## config.mk

```make
export PLATFORM = sky130hd
export DESIGN_NAME = rfcd_device_flat
export DESIGN_NICKNAME = d
export VERILOG_FILES = /design/src/rfcd_pkg.sv /design/src/rfcd_link_if.sv /design/src/rfcd_device.sv /design/src/flat_wrapper.sv
export SDC_FILE = /design/constraint.sdc
export NUM_CORES = 1
export LEC_CHECK = 0
export ABC_AREA = 1
export BUFFER_PORTS_ARGS = -buffer_cell sky130_fd_sc_hd__buf_2
export CAP_MARGIN = 20
export CORE_ASPECT_RATIO = 1.2
export CORE_MARGIN = 3
export CORE_UTILIZATION = 50
export CTS_CLUSTER_SIZE = 24
export DETAILED_ROUTE_END_ITERATION = 8
export GPL_TIMING_DRIVEN = 0
export PLACE_DENSITY = 0.7
export SLEW_MARGIN = 20
export SYNTH_ARGS = -nofsm -noshare
export SYNTH_HDL_FRONTEND = slang
export SYNTH_SLANG_ARGS = --single-unit
export TNS_END_PERCENT = 1
```

## constraint.sdc

```tcl
create_clock -name pclk -period 5.96 [get_ports pclk]
set_clock_uncertainty 0.2 [all_clocks]
set_input_delay 0.894 -clock pclk [delete_from_list [all_inputs] [get_ports pclk]]
set_output_delay 0.894 -clock pclk [all_outputs]
set_load 0.01 [all_outputs]
```

## src/rfcd_pkg.sv

```systemverilog
// Constants and helpers shared by both ends of the RF command link
package rfcd_pkg;
  // ---------------------------------------------------------------
  // Command codes and limits
  // ---------------------------------------------------------------
  localparam logic [7:0] CMD_SIZE   = 8'h13;
  localparam logic [7:0] CMD_READ   = 8'h14;
  localparam logic [7:0] CMD_RSVD   = 8'h15;
  localparam logic [7:0] CMD_ON     = 8'h16;
  localparam logic [7:0] CMD_OFF    = 8'h17;
  localparam logic [7:0] CMD_DBG    = 8'h18;
  localparam logic [7:0] ID_LO_MAX  = 8'h1C;
  localparam logic [7:0] ID_HI_MIN  = 8'h80;
  localparam logic [7:0] ID_HI_MAX  = 8'h9C;
  localparam logic [5:0] MAX_ELEM   = 6'h27;
  localparam logic [7:0] ELEM_BYTES = 8'h05;
  localparam logic [2:0] LAST_BSEL  = 3'h4;
  localparam logic [3:0] SEL_MAX    = 4'h7;
  localparam logic [3:0] SEL_CLK    = 4'h8;
  localparam logic [3:0] PIN_MAX    = 4'h3;
  localparam logic [2:0] ONE_PARAM  = 3'h2;
  localparam logic [2:0] DBG_MIN    = 3'h3;
  localparam logic [2:0] DBG_MAX    = 3'h6;
  localparam int         MAX_FRAME  = 6;
  localparam int         NUM_PINS   = 4;
  localparam int         NUM_SIG    = 56;
  localparam int         BIT_NO_CA  = 0;
  localparam int         BIT_ACTIVE = 1;
  localparam logic [2:0] GRP_NONE   = 3'h7;
  // ---------------------------------------------------------------
  // Controller registers
  // ---------------------------------------------------------------
  localparam logic [11:0] REG_CTRL = 12'h000;
  localparam logic [11:0] REG_TX0  = 12'h004;
  localparam logic [11:0] REG_TX1  = 12'h008;
  localparam logic [11:0] REG_RX   = 12'h00C;
  localparam logic [11:0] REG_STAT = 12'h010;
  localparam logic [11:0] REG_MASK = 12'h014;
  localparam int          ST_DONE  = 0;
  localparam int          ST_ERR   = 1;
  localparam int          ST_RX    = 2;
  localparam int          ST_W     = 3;
  localparam int          BUSY_BIT = 8;
  localparam logic [31:0] REG_RST  = 32'h0000_0000;

  // Group code to index; GRP_NONE marks an unknown code
  function automatic logic [2:0] grp_idx(input logic [7:0] code);
    case (code)
      8'h01:   grp_idx = 3'h0;
      8'h1B:   grp_idx = 3'h1;
      8'h1D:   grp_idx = 3'h2;
      8'h30:   grp_idx = 3'h3;
      8'h58:   grp_idx = 3'h4;
      8'h70:   grp_idx = 3'h5;
      8'h73:   grp_idx = 3'h6;
      default: grp_idx = GRP_NONE;
    endcase
  endfunction

  function automatic logic id_ok(input logic [7:0] id);
    id_ok = (id <= ID_LO_MAX) || (id >= ID_HI_MIN && id <= ID_HI_MAX);
  endfunction
endpackage

```

## src/rfcd_link_if.sv

```systemverilog
// Byte-stream link between host controller and RF command device
`timescale 1ns/1ps
interface rfcd_link_if (
  input logic pclk,
  input logic presetn
);
  logic       cmd_valid;
  logic       cmd_ready;
  logic       cmd_last;
  logic [7:0] cmd_byte;
  logic       rsp_valid;
  logic       rsp_ready;
  logic [7:0] rsp_byte;
  logic       done;
  logic       error;

  modport dev (
    input  pclk, presetn, cmd_valid, cmd_last, cmd_byte, rsp_ready,
    output cmd_ready, rsp_valid, rsp_byte, done, error
  );
  modport ctl (
    input  pclk, presetn, cmd_ready, rsp_valid, rsp_byte, done, error,
    output cmd_valid, cmd_last, cmd_byte, rsp_ready
  );
endinterface

```

## src/rfcd_device.sv

```systemverilog
// Device end: command parser, config readout, field and debug bus
//
// Local design decisions: the placing of the registers and the APB register port.
`timescale 1ns/1ps
module rfcd_device
  import rfcd_pkg::*;
(
  rfcd_link_if.dev          link,
  input  wire logic         field_on_en,
  input  wire logic         field_off_en,
  input  wire logic [1:0]   flag_clear,
  input  wire logic         debug_bus_allow,
  input  wire logic         clk13_in,
  input  wire logic [55:0]  dbg_in,
  input  wire logic [5:0]   cfg_count,
  input  wire logic [7:0]   cfg_addr,
  input  wire logic [31:0]  cfg_word,
  output logic [7:0]        cfg_id,
  output logic [5:0]        cfg_idx,
  output logic              field_on,
  output logic              no_coll_avoid,
  output logic              active_mode,
  output logic              field_on_flag,
  output logic              field_off_flag,
  output logic              irq_pin,
  output logic              aux_pin_one,
  output logic              aux_pin_two,
  output logic              general_output_one
);
  typedef enum logic [2:0] {
    S_IDLE  = 3'b000,
    S_RECV  = 3'b001,
    S_CHECK = 3'b010,
    S_SEND  = 3'b011,
    S_DONE  = 3'b100
  } rfcd_dev_state_e;

  logic            pclk;
  logic            presetn;
  rfcd_dev_state_e state;
  logic [7:0]      frame [0:MAX_FRAME-1];
  logic [2:0]      nbytes;
  logic            ovf;
  logic            ok;
  logic            err_hold;
  logic            is_size;
  logic [7:0]      left;
  logic [2:0]      bsel;
  logic [5:0]      nelem;
  logic            field_prev;
  logic [56:0]     sync1;
  logic [56:0]     sync2;
  logic            pin_vld [0:NUM_PINS-1];
  logic [2:0]      pin_grp [0:NUM_PINS-1];
  logic [3:0]      pin_sel [0:NUM_PINS-1];
  logic [NUM_PINS-1:0] pin_q;
  logic            take;
  logic            emit;

  assign pclk    = link.pclk;
  assign presetn = link.presetn;
  assign take    = link.cmd_valid && link.cmd_ready;
  assign emit    = (left != 8'h00) && (!link.rsp_valid || link.rsp_ready);
  assign nelem   = (cfg_count > MAX_ELEM) ? MAX_ELEM : cfg_count;

  // ---------------------------------------------------------------
  // Parameter check
  // ---------------------------------------------------------------
  always_comb begin
    ok = 1'b0;
    case (frame[0])
      CMD_SIZE, CMD_READ: ok = (nbytes == ONE_PARAM) && id_ok(frame[1]);
      CMD_RSVD: ok = 1'b1;
      CMD_ON, CMD_OFF: ok = (nbytes == ONE_PARAM);
      CMD_DBG: begin
        ok = (nbytes >= DBG_MIN) && (nbytes <= DBG_MAX)
             && (grp_idx(frame[1]) != GRP_NONE);
        for (int i = 2; i < MAX_FRAME; i++) begin
          if (i < int'(nbytes) && (frame[i][7:4] > PIN_MAX
              || frame[i][3:0] > SEL_CLK)) begin
            ok = 1'b0;
          end
        end
      end
      default: ok = 1'b0;
    endcase
    if (ovf) begin
      ok = 1'b0;
    end
  end

  // ---------------------------------------------------------------
  // Sequencer
  // ---------------------------------------------------------------
  always_ff @(posedge pclk or negedge presetn) begin
    if (!presetn) begin
      state          <= S_IDLE;
      link.cmd_ready <= 1'b0;
      link.done      <= 1'b0;
      link.error     <= 1'b0;
      err_hold       <= 1'b0;
    end else begin
      link.done <= 1'b0;
      case (state)
        S_IDLE: begin
          link.cmd_ready <= 1'b1;
          if (take) begin
            state <= link.cmd_last ? S_CHECK : S_RECV;
            link.cmd_ready <= !link.cmd_last;
          end
        end
        S_RECV: begin
          if (take && link.cmd_last) begin
            state          <= S_CHECK;
            link.cmd_ready <= 1'b0;
          end
        end
        S_CHECK: begin
          err_hold <= !ok;
          if (ok && (frame[0] == CMD_SIZE || frame[0] == CMD_READ)) begin
            state <= S_SEND;
          end else begin
            state <= S_DONE;
          end
        end
        S_SEND: begin
          if (left == 8'h00 && (!link.rsp_valid || link.rsp_ready)) begin
            state <= S_DONE;
          end
        end
        S_DONE: begin
          link.done  <= 1'b1;
          link.error <= err_hold;
          state      <= S_IDLE;
        end
        default: state <= S_IDLE;
      endcase
    end
  end

  // ---------------------------------------------------------------
  // Frame capture
  // ---------------------------------------------------------------
  always_ff @(posedge pclk or negedge presetn) begin
    if (!presetn) begin
      nbytes <= 3'h0;
      ovf    <= 1'b0;
      cfg_id <= 8'h00;
      for (int i = 0; i < MAX_FRAME; i++) begin
        frame[i] <= 8'h00;
      end
    end else if (take) begin
      if (state == S_IDLE) begin
        frame[0] <= link.cmd_byte;
        nbytes   <= 3'h1;
        ovf      <= 1'b0;
      end else if (int'(nbytes) < MAX_FRAME) begin
        frame[nbytes] <= link.cmd_byte;
        nbytes        <= nbytes + 3'h1;
        if (nbytes == 3'h1) begin
          cfg_id <= link.cmd_byte;
        end
      end else begin
        ovf <= 1'b1;
      end
    end
  end

  // ---------------------------------------------------------------
  // Response stream
  // ---------------------------------------------------------------
  always_ff @(posedge pclk or negedge presetn) begin
    if (!presetn) begin
      left           <= 8'h00;
      bsel           <= 3'h0;
      cfg_idx        <= 6'h00;
      is_size        <= 1'b0;
      link.rsp_valid <= 1'b0;
      link.rsp_byte  <= 8'h00;
    end else if (state == S_CHECK) begin
      bsel    <= 3'h0;
      cfg_idx <= 6'h00;
      is_size <= (frame[0] == CMD_SIZE);
      if (ok && frame[0] == CMD_SIZE) begin
        left <= 8'h01;
      end else if (ok && frame[0] == CMD_READ) begin
        left <= 8'(nelem * ELEM_BYTES);
      end else begin
        left <= 8'h00;
      end
    end else if (emit) begin
      link.rsp_valid <= 1'b1;
      left           <= left - 8'h01;
      if (is_size) begin
        link.rsp_byte <= {2'b00, cfg_count};
      end else if (bsel == 3'h0) begin
        link.rsp_byte <= cfg_addr;
      end else begin
        link.rsp_byte <= cfg_word[8*(bsel-3'h1) +: 8];
      end
      if (bsel == LAST_BSEL) begin
        bsel    <= 3'h0;
        cfg_idx <= cfg_idx + 6'h01;
      end else begin
        bsel <= bsel + 3'h1;
      end
    end else if (link.rsp_ready) begin
      link.rsp_valid <= 1'b0;
    end
  end

  // ---------------------------------------------------------------
  // RF field and flags
  // ---------------------------------------------------------------
  always_ff @(posedge pclk or negedge presetn) begin
    if (!presetn) begin
      field_on      <= 1'b0;
      no_coll_avoid <= 1'b0;
      active_mode   <= 1'b0;
    end else if (state == S_CHECK && ok) begin
      if (frame[0] == CMD_ON) begin
        field_on      <= 1'b1;
        no_coll_avoid <= frame[1][BIT_NO_CA];
        active_mode   <= frame[1][BIT_ACTIVE];
      end else if (frame[0] == CMD_OFF) begin
        field_on <= 1'b0;
      end
    end
  end

  // Set wins over a clear in the same cycle
  always_ff @(posedge pclk or negedge presetn) begin
    if (!presetn) begin
      field_prev     <= 1'b0;
      field_on_flag  <= 1'b0;
      field_off_flag <= 1'b0;
    end else begin
      field_prev <= field_on;
      if (field_on && !field_prev && field_on_en) begin
        field_on_flag <= 1'b1;
      end else if (flag_clear[0]) begin
        field_on_flag <= 1'b0;
      end
      if (!field_on && field_prev && field_off_en) begin
        field_off_flag <= 1'b1;
      end else if (flag_clear[1]) begin
        field_off_flag <= 1'b0;
      end
    end
  end

  // ---------------------------------------------------------------
  // Debug bus
  // ---------------------------------------------------------------
  // Probe sources are asynchronous, so all pass two stages
  always_ff @(posedge pclk or negedge presetn) begin
    if (!presetn) begin
      sync1 <= '0;
      sync2 <= '0;
    end else begin
      sync1 <= {clk13_in, dbg_in};
      sync2 <= sync1;
    end
  end

  // Pins not named in a command keep their earlier selection
  always_ff @(posedge pclk or negedge presetn) begin
    if (!presetn) begin
      for (int p = 0; p < NUM_PINS; p++) begin
        pin_vld[p] <= 1'b0;
        pin_grp[p] <= 3'h0;
        pin_sel[p] <= 4'h0;
      end
    end else if (state == S_CHECK && ok && frame[0] == CMD_DBG) begin
      for (int i = 2; i < MAX_FRAME; i++) begin
        if (i < int'(nbytes)) begin
          pin_vld[frame[i][5:4]] <= 1'b1;
          pin_grp[frame[i][5:4]] <= grp_idx(frame[1]);
          pin_sel[frame[i][5:4]] <= frame[i][3:0];
        end
      end
    end
  end

  // Each pin has its own selector; sampled clock is a coarse copy
  for (genvar p = 0; p < NUM_PINS; p++) begin : g_pin
    logic sig;
    logic idle_lvl;
    assign sig = (pin_sel[p] == SEL_CLK) ? sync2[NUM_SIG]
                 : sync2[{pin_grp[p], pin_sel[p][2:0]}];
    assign idle_lvl = (p == 0) ? (field_on_flag | field_off_flag) : 1'b0;
    always_ff @(posedge pclk or negedge presetn) begin
      if (!presetn) begin
        pin_q[p] <= 1'b0;
      end else begin
        pin_q[p] <= (debug_bus_allow && pin_vld[p]) ? sig
                    : idle_lvl;
      end
    end
  end

  assign irq_pin            = pin_q[0];
  assign aux_pin_one        = pin_q[1];
  assign aux_pin_two        = pin_q[2];
  assign general_output_one = pin_q[3];
endmodule

```

## src/flat_wrapper.sv

```systemverilog
// flat-port wrapper written by rule: the top's interface ports become plain ports
module rfcd_device_flat import rfcd_pkg::*;
  (field_on_en, field_off_en, flag_clear, debug_bus_allow, clk13_in, dbg_in, cfg_count, cfg_addr, cfg_word, cfg_id, cfg_idx, field_on, no_coll_avoid, active_mode, field_on_flag, field_off_flag, irq_pin, aux_pin_one, aux_pin_two, general_output_one, pclk, presetn, link_cmd_valid, link_cmd_last, link_cmd_byte, link_rsp_ready, link_cmd_ready, link_rsp_valid, link_rsp_byte, link_done, link_error);
  rfcd_link_if link_i (.pclk(pclk), .presetn(presetn));
  input  wire logic field_on_en;
  input  wire logic field_off_en;
  input  wire logic [1:0] flag_clear;
  input  wire logic debug_bus_allow;
  input  wire logic clk13_in;
  input  wire logic [55:0] dbg_in;
  input  wire logic [5:0] cfg_count;
  input  wire logic [7:0] cfg_addr;
  input  wire logic [31:0] cfg_word;
  output logic [7:0] cfg_id;
  output logic [5:0] cfg_idx;
  output logic field_on;
  output logic no_coll_avoid;
  output logic active_mode;
  output logic field_on_flag;
  output logic field_off_flag;
  output logic irq_pin;
  output logic aux_pin_one;
  output logic aux_pin_two;
  output logic general_output_one;
  input wire logic pclk;
  input wire logic presetn;
  input wire logic [$bits(link_i.cmd_valid)-1:0] link_cmd_valid;
  input wire logic [$bits(link_i.cmd_last)-1:0] link_cmd_last;
  input wire logic [$bits(link_i.cmd_byte)-1:0] link_cmd_byte;
  input wire logic [$bits(link_i.rsp_ready)-1:0] link_rsp_ready;
  output wire logic [$bits(link_i.cmd_ready)-1:0] link_cmd_ready;
  output wire logic [$bits(link_i.rsp_valid)-1:0] link_rsp_valid;
  output wire logic [$bits(link_i.rsp_byte)-1:0] link_rsp_byte;
  output wire logic [$bits(link_i.done)-1:0] link_done;
  output wire logic [$bits(link_i.error)-1:0] link_error;
  assign link_i.cmd_valid = link_cmd_valid;
  assign link_i.cmd_last = link_cmd_last;
  assign link_i.cmd_byte = link_cmd_byte;
  assign link_i.rsp_ready = link_rsp_ready;
  assign link_cmd_ready = link_i.cmd_ready;
  assign link_rsp_valid = link_i.rsp_valid;
  assign link_rsp_byte = link_i.rsp_byte;
  assign link_done = link_i.done;
  assign link_error = link_i.error;
  rfcd_device u_core (.link(link_i), .field_on_en(field_on_en), .field_off_en(field_off_en), .flag_clear(flag_clear), .debug_bus_allow(debug_bus_allow), .clk13_in(clk13_in), .dbg_in(dbg_in), .cfg_count(cfg_count), .cfg_addr(cfg_addr), .cfg_word(cfg_word), .cfg_id(cfg_id), .cfg_idx(cfg_idx), .field_on(field_on), .no_coll_avoid(no_coll_avoid), .active_mode(active_mode), .field_on_flag(field_on_flag), .field_off_flag(field_off_flag), .irq_pin(irq_pin), .aux_pin_one(aux_pin_one), .aux_pin_two(aux_pin_two), .general_output_one(general_output_one));
endmodule
```

# ---- Word-level counts from Yosys, hierarchy flattened
# Cells that the tools add are included.
dict set report classes {
  n_addsub 5
  n_mul 1
  magnitude_cmp 33
  eq_ne 29
  n_shift 1
  n_mux 125
  bitwise_logic 12
  reduce_logical 67
}
# cell n
set op_table {}
lappend op_table {{$mux W16} 7}
lappend op_table {{$mux W12} 7}
lappend op_table {{$mux W3} 22}
lappend op_table {{$bwmux W16} 4}
lappend op_table {{$eq A8 B5 Y1 const B} 8}
lappend op_table {{$mux W8} 8}
lappend op_table {{$bwmux W12} 4}
lappend op_table {{$bwmux W48} 1}
lappend op_table {{$mux W48} 1}
lappend op_table {{$mux W4} 11}
lappend op_table {{$mux W1} 34}
lappend op_table {{$shiftx A32 B33 Y8} 1}
lappend op_table {{$demux W4 S2} 4}
lappend op_table {{$logic_and A1 B1 Y1} 30}
lappend op_table {{$lt A6 B7 Y1 const B} 4}
lappend op_table {{$bmux W1 S6} 4}
lappend op_table {{$demux W3 S2} 4}
lappend op_table {{$demux W8 S3} 1}
lappend op_table {{$eq A8 B7 Y1 const B} 3}
lappend op_table {{$mux W6} 4}
lappend op_table {{$pmux W3 S7} 1}
lappend op_table {{$eq A4 B4 Y1 const B} 4}
lappend op_table {{$gt A4 B2 Y1 const B} 4}
lappend op_table {{$gt A4 B4 Y1 const B} 4}
lappend op_table {{45 further kinds} 98}
dict set report word_totals {
  reg_bits 250
  in_bits 121
  output_inout_bits 35
  elab_cells 317
}

# ---- Longest topological paths before layout
dict set report logic_depth {
  ltp_word 25
  mapped_depth 16
  ltp_nobuf 16
}

# ---- Worst setup path before layout
# OpenSTA, ideal clock, no wires.
dict set report synth_path {
  kind {input-to-reg}
  from {input port cfg_count[3]}
  to {register u_core.left[7]}
  setup_time_ps 129
  arrival_ps 2736
  required_ps 5631
  path_slack_ps 2895
  path_stages 16
  n_path_buf 0
  cell_sequence {inv_1 a21oi_1 inv_1 nand2_1 inv_1 ha_1 ha_1 inv_1 fa_1 o21ai_0 xor2_1 nor2_1 nand4_1 nand2_1 nand2_1 nand2_1}
}
dict set report synth_via {
  elab_chain_len 6
}
# element line_no
set synth_lines {}
lappend synth_lines {{start, declared} flat_wrapper.sv:11} ;# input wire logic [5:0] cfg_count;
lappend synth_lines {{$gt A6 B6 Y1} rfcd_device.sv:64} ;# assign nelem = (cfg_count > MAX_ELEM) ? MAX_ELEM : cfg_count;
lappend synth_lines {{$mux W6 (*)} rfcd_device.sv:64}
lappend synth_lines {{$mul A6 B3 Y8 (*)} rfcd_device.sv:187} ;# left <= 8'(nelem * ELEM_BYTES);
lappend synth_lines {{$mux W8 (*)} rfcd_device.sv:186} ;# end else if (ok && frame[0] == CMD_READ) begin
lappend synth_lines {{$mux W8 (*)} rfcd_device.sv:184} ;# if (ok && frame[0] == CMD_SIZE) begin
lappend synth_lines {{$mux W8 (*)} rfcd_device.sv:180} ;# end else if (state == S_CHECK) begin
lappend synth_lines {{end signal, assigned} rfcd_device.sv:187}
lappend synth_lines {{end signal, assigned} rfcd_device.sv:193} ;# left <= left - 8'h01;
lappend synth_lines {{end, declared} rfcd_device.sv:47} ;# logic [7:0] left;
# Every way passes the cells marked *; elsewhere a longest branch is shown, timed or not.
# A chain may end at the register's enable or synchronous reset.

# ---- Final worst setup path
dict set report layout_path {
  from {register u_core.bsel[0]}
  to {register u_core.link.rsp_byte[5]}
}
dict set report layout_via {
  elab_chain_len 4
  elab_cells_between_ends 5
  classes_between {add/sub (1); shift (1); mux (2); reduce/logical (1)}
}
# element line_no
set layout_lines {}
lappend layout_lines {{start, declared} rfcd_device.sv:48} ;# logic [2:0] bsel;
lappend layout_lines {{start signal, assigned} rfcd_device.sv:205} ;# bsel <= bsel + 3'h1;
lappend layout_lines {{$sub A3 B1 Y4} rfcd_device.sv:199} ;# link.rsp_byte <= cfg_word[8*(bsel-3'h1) +: 8];
lappend layout_lines {{$shiftx A32 B33 Y8} rfcd_device.sv:199}
lappend layout_lines {{$mux W8 (*)} rfcd_device.sv:196} ;# end else if (bsel == 3'h0) begin
lappend layout_lines {{$mux W8 (*)} rfcd_device.sv:194} ;# if (is_size) begin
lappend layout_lines {{end signal, assigned} rfcd_device.sv:195} ;# link.rsp_byte <= {2'b00, cfg_count};
lappend layout_lines {{end signal, assigned} rfcd_device.sv:197} ;# link.rsp_byte <= cfg_addr;
lappend layout_lines {{end signal, assigned} rfcd_device.sv:199}
lappend layout_lines {{end, declared} rfcd_link_if.sv:19} ;# output cmd_ready, rsp_valid, rsp_byte, done, error
# Marked as above.

==> results.py <==
metrics = {
    "run_status": {
        "outcome": "completed",
    },
    "clocking": {
        "cts_tree": "done",
        "hold_buffers": 0,
        "clk_pin_slew_worst_paths_ns": 0.07,
        "htree_levels": 1,
        "clockRootBuffer": "clkbuf_16",
        "post_cts_buffers": 0,
        "worstSkewPairLatency_ns": 0.54,
        "cts_buffers": 27,
        "cts.sinks": 250,
        "cts-resized-gates": 0,
        "cts_max_path_buffers": 3,
    },
    "placed_design": {
        "portBuffers": 155,
        "dp_hpwl_um": 30300,
        "dpl_cell_area_um2": 14000,
        "globalplace.congestion": 1.01,
    },
    "power": {
        "ir_drop_v": 0.000308,
        "power_density_nw_per_um2": 373,
        "power_leakage_uw": 0.00724,
    },
    "floorplanning": {
        "die_h_um": 181,
        "fp.dieW_um": 152,
        "die_area_um2": 27500,
        "ioPinCount": 156,
        "start_util_pct": 51.3,
        "core-area_um2": 24900,
        "num_rows": 63,
    },
    "worst_setup_path": {
        "cp_slowest_cell": "buf_1",
        "max_stage_delay_ns": 0.36,
        "crit_required_ns": 6.21,
        "crit_buf_inv": 5,
        "setup.worst_path.end_class": "flop",
        "crit_fanout": 11,
        "crit_top_cell": "a21oi_1",
        "path_class": "reg -> reg",
        "crit_path_start_kind": "flop",
        "crit_chain": "clkbuf_1, clkinv_1, buf_2, ha_1, inv_1, buf_1, a21oi_1, o21ai_0, nand3_1, a21oi_1, a21oi_1, o21ai_1",
        "critPathTopFamily": "buffers and inverters",
        "worstPathArrival_ns": 3.32,
    },
    "timing": {
        "worstMarginPinSlew_ns": 0.663,
        "rsz0062_at_grt": "no",
        "period_minus_slack_ns": 3.06,
        "setup_viol": 0,
        "finalMaxSlewViolations": 0,
        "clock.fmax_ghz": 0.326,
        "slew_headroom_pct": 55.8,
        "fin_crit_sh_pct": 51.4,
        "hold_ws_ns": 0.105,
        "finalHoldViolCount": 0,
    },
    "global_routing": {
        "grt_first_pass_wirelength_um": 62500,
        "grt_overflow": 0,
        "antenna_found_initial": 0,
        "track_usage_pct": 28.2,
        "grt_max_degree": 99,
        "grt_pass1_vias": 11659,
    },
    "synthesis": {
        "synth-main-ff-cell": "dfrtp_1",
        "synth_area_um2": 12800,
        "syn_inst": 1592,
        "synth-edff-count": 0,
        "synth_warnings": 0,
        "synthTopCellsByArea": "dfrtp_1 49%, nand2_1 9.3%, o21ai_0 8.0%, nand3_1 5.8%, inv_1 5.6%",
        "ys_ff_latch": 250,
        "avgSynthCellArea_um2": 8.02,
        "mappedNetlistNets": 1732,
        "yosys.area.top_type": "dfrtp_1",
        "ys_seq_area_share_pct": 49.0,
        "async_reset_ff_share_pct": 100,
        "synthDistinctLibCells": 50,
        "synth_top_area_share_pct": 49.0,
    },
    "routing": {
        "final_antenna_net_count": 0,
        "via_count": 11841,
        "first_pass_iters": 5,
        "wire_per_inst_um": 18.8,
        "routed_via_density": 5.58,
        "drcViolationCount": 0,
        "drt_iter0_drc": 686,
        "routed_wl_um": 39800,
    },
    "layout": {
        "diodes": 0,
        "nNetsFinal": 1918,
        "design_area_um2": 14900,
        "post_route_cells_drive_above_1_share_pct": 13.7,
        "fill_cells": 2317,
        "syn_to_final_growth_pct": 16.3,
        "final_util_pct": 59.6,
    },
    "run": {
        "maxCapViolCount": 0,
    },
    "hold_path": {
        "hold_class": "in -> async",
    },
}
## sequential cells by signal (all words and copies together), names as in the netlist, 3 cells and up
register	flops
u_core.frame	48
u_core.pin_vld	4
u_core.link.rsp_byte	8
u_core.nbytes	3
u_core.pin_sel	16
u_core.pin_grp	12
u_core.bsel	3
u_core.state	3
u_core.sync2	57
u_core.left	8
u_core.cfg_id	8
u_core.cfg_idx	6
u_core.sync1	57
## per-layer routing
metal  wire length (um)  track usage (%)  share of wire (%)
met2              20400             50.4                 51
met3               1860             2.92                4.7
met1              15700             34.6                 39
met5                  0                0                  0
met4               1940             12.1                4.9
## worst register-to-register path, cell delays in order, from the launching register on
cell	delay [ns]
dfrtp_1	0.35
clkbuf_1	0.29
clkinv_1	0.32
buf_2	0.28
ha_1	0.35
inv_1	0.18
buf_1	0.36
a21oi_1	0.07
o21ai_0	0.10
nand3_1	0.11
a21oi_1	0.17
a21oi_1	0.06
o21ai_1	0.14
## cells by family (layout without fill, tap and decap cells)
logic type / count (synthesis) / after routing / synth area share [%]
AND/OR/NAND/NOR: 613 / 613 / 21.2
AO/OA/AOI/OAI: 448 / 448 / 19.7
buffers and inverters: 255 / 460 / 7.73
flip-flops: 250 / 250 / 49.0
adder cells (fa/ha/maj): 19 / 19 / 1.92
XOR/XNOR: 7 / 7 / 0.480
## cells in the final DEF (no fill, tap or decap), types with 6 or more instances in the layout
| master | count |
|---|---|
| o21bai_1 | 17 |
| nand2_1 | 317 |
| inv_2 | 9 |
| nand3_1 | 148 |
| nand4_1 | 16 |
| a21oi_1 | 135 |
| nand2_2 | 7 |
| clkbuf_16 | 27 |
| inv_1 | 189 |
| dfrtp_1 | 250 |
| o221ai_1 | 13 |
| o211ai_1 | 41 |
| o21ai_1 | 11 |
| ha_1 | 18 |
| nor3_1 | 6 |
| nor2_1 | 99 |
| clkbuf_1 | 46 |
| buf_2 | 166 |
| o22ai_1 | 6 |
| o21ai_0 | 204 |
## report_power, final
group / switching (uW) / total, uW / internal, uW / leakage (uW)
Clock: 702 / 1590 / 888 / 0.000398
Sequential: 294 / 2290 / 2000 / 0.00311
Combinational: 1090 / 1650 / 563 / 0.00373
## synth_stat cells (9+ instances only)
library cell    n
o21ai_1        11
o21bai_1       17
nand2_1       317
buf_2          12
inv_1         189
o221ai_1       13
nand4_1        16
nor2_1         99
nand3_1       148
dfrtp_1       250
o21ai_0       204
inv_2           9
clkbuf_1       40
ha_1           18
o211ai_1       41
a21oi_1       135
## final cells by class
cell class                      instances  area [um^2]  area share (%)
Sequential cell                       250         6260            42.1
Multi-Input combinational cell       1087         5530            37.2
Timing Repair Buffer                  157          841            5.66
Inverter                              199          747            5.03
Clock buffer                           33          698            4.70
Tap cell                              325          407            2.74
Buffer                                 56          240            1.62
Clock inverter                         15          135           0.910
## metrics by stage
step	total power [uW]	setup TNS, ns	std cells	setup slack, ns
6_report	5540	0	2122	2.90
5_1_grt	5910	0	2122	2.59
4_1_cts	5560	0	2122	2.90
3_5_place_dp	3960	0	2074	2.55
3_3_place_gp	3920	-101.15	2072	-0.420
2_1_floorplan	3400	0	1592	2.90
## path summary, 6_finish.rpt
path                                  start                       to  slack, ns  cells after the start
max in group asynchronous           presetn          u_core.frame[0]       4.63                      2
min                                 presetn         u_core.sync2[37]       0.10                      1
min in group pclk          u_core.sync1[46]         u_core.sync2[46]       0.14                      0
min reg2reg                u_core.sync1[46]         u_core.sync2[46]       0.14                      0
max                          u_core.bsel[0]  u_core.link.rsp_byte[5]       2.90                     12
max reg2reg                  u_core.bsel[0]  u_core.link.rsp_byte[5]       2.90                     12
(Power assumes the default switching activity.)
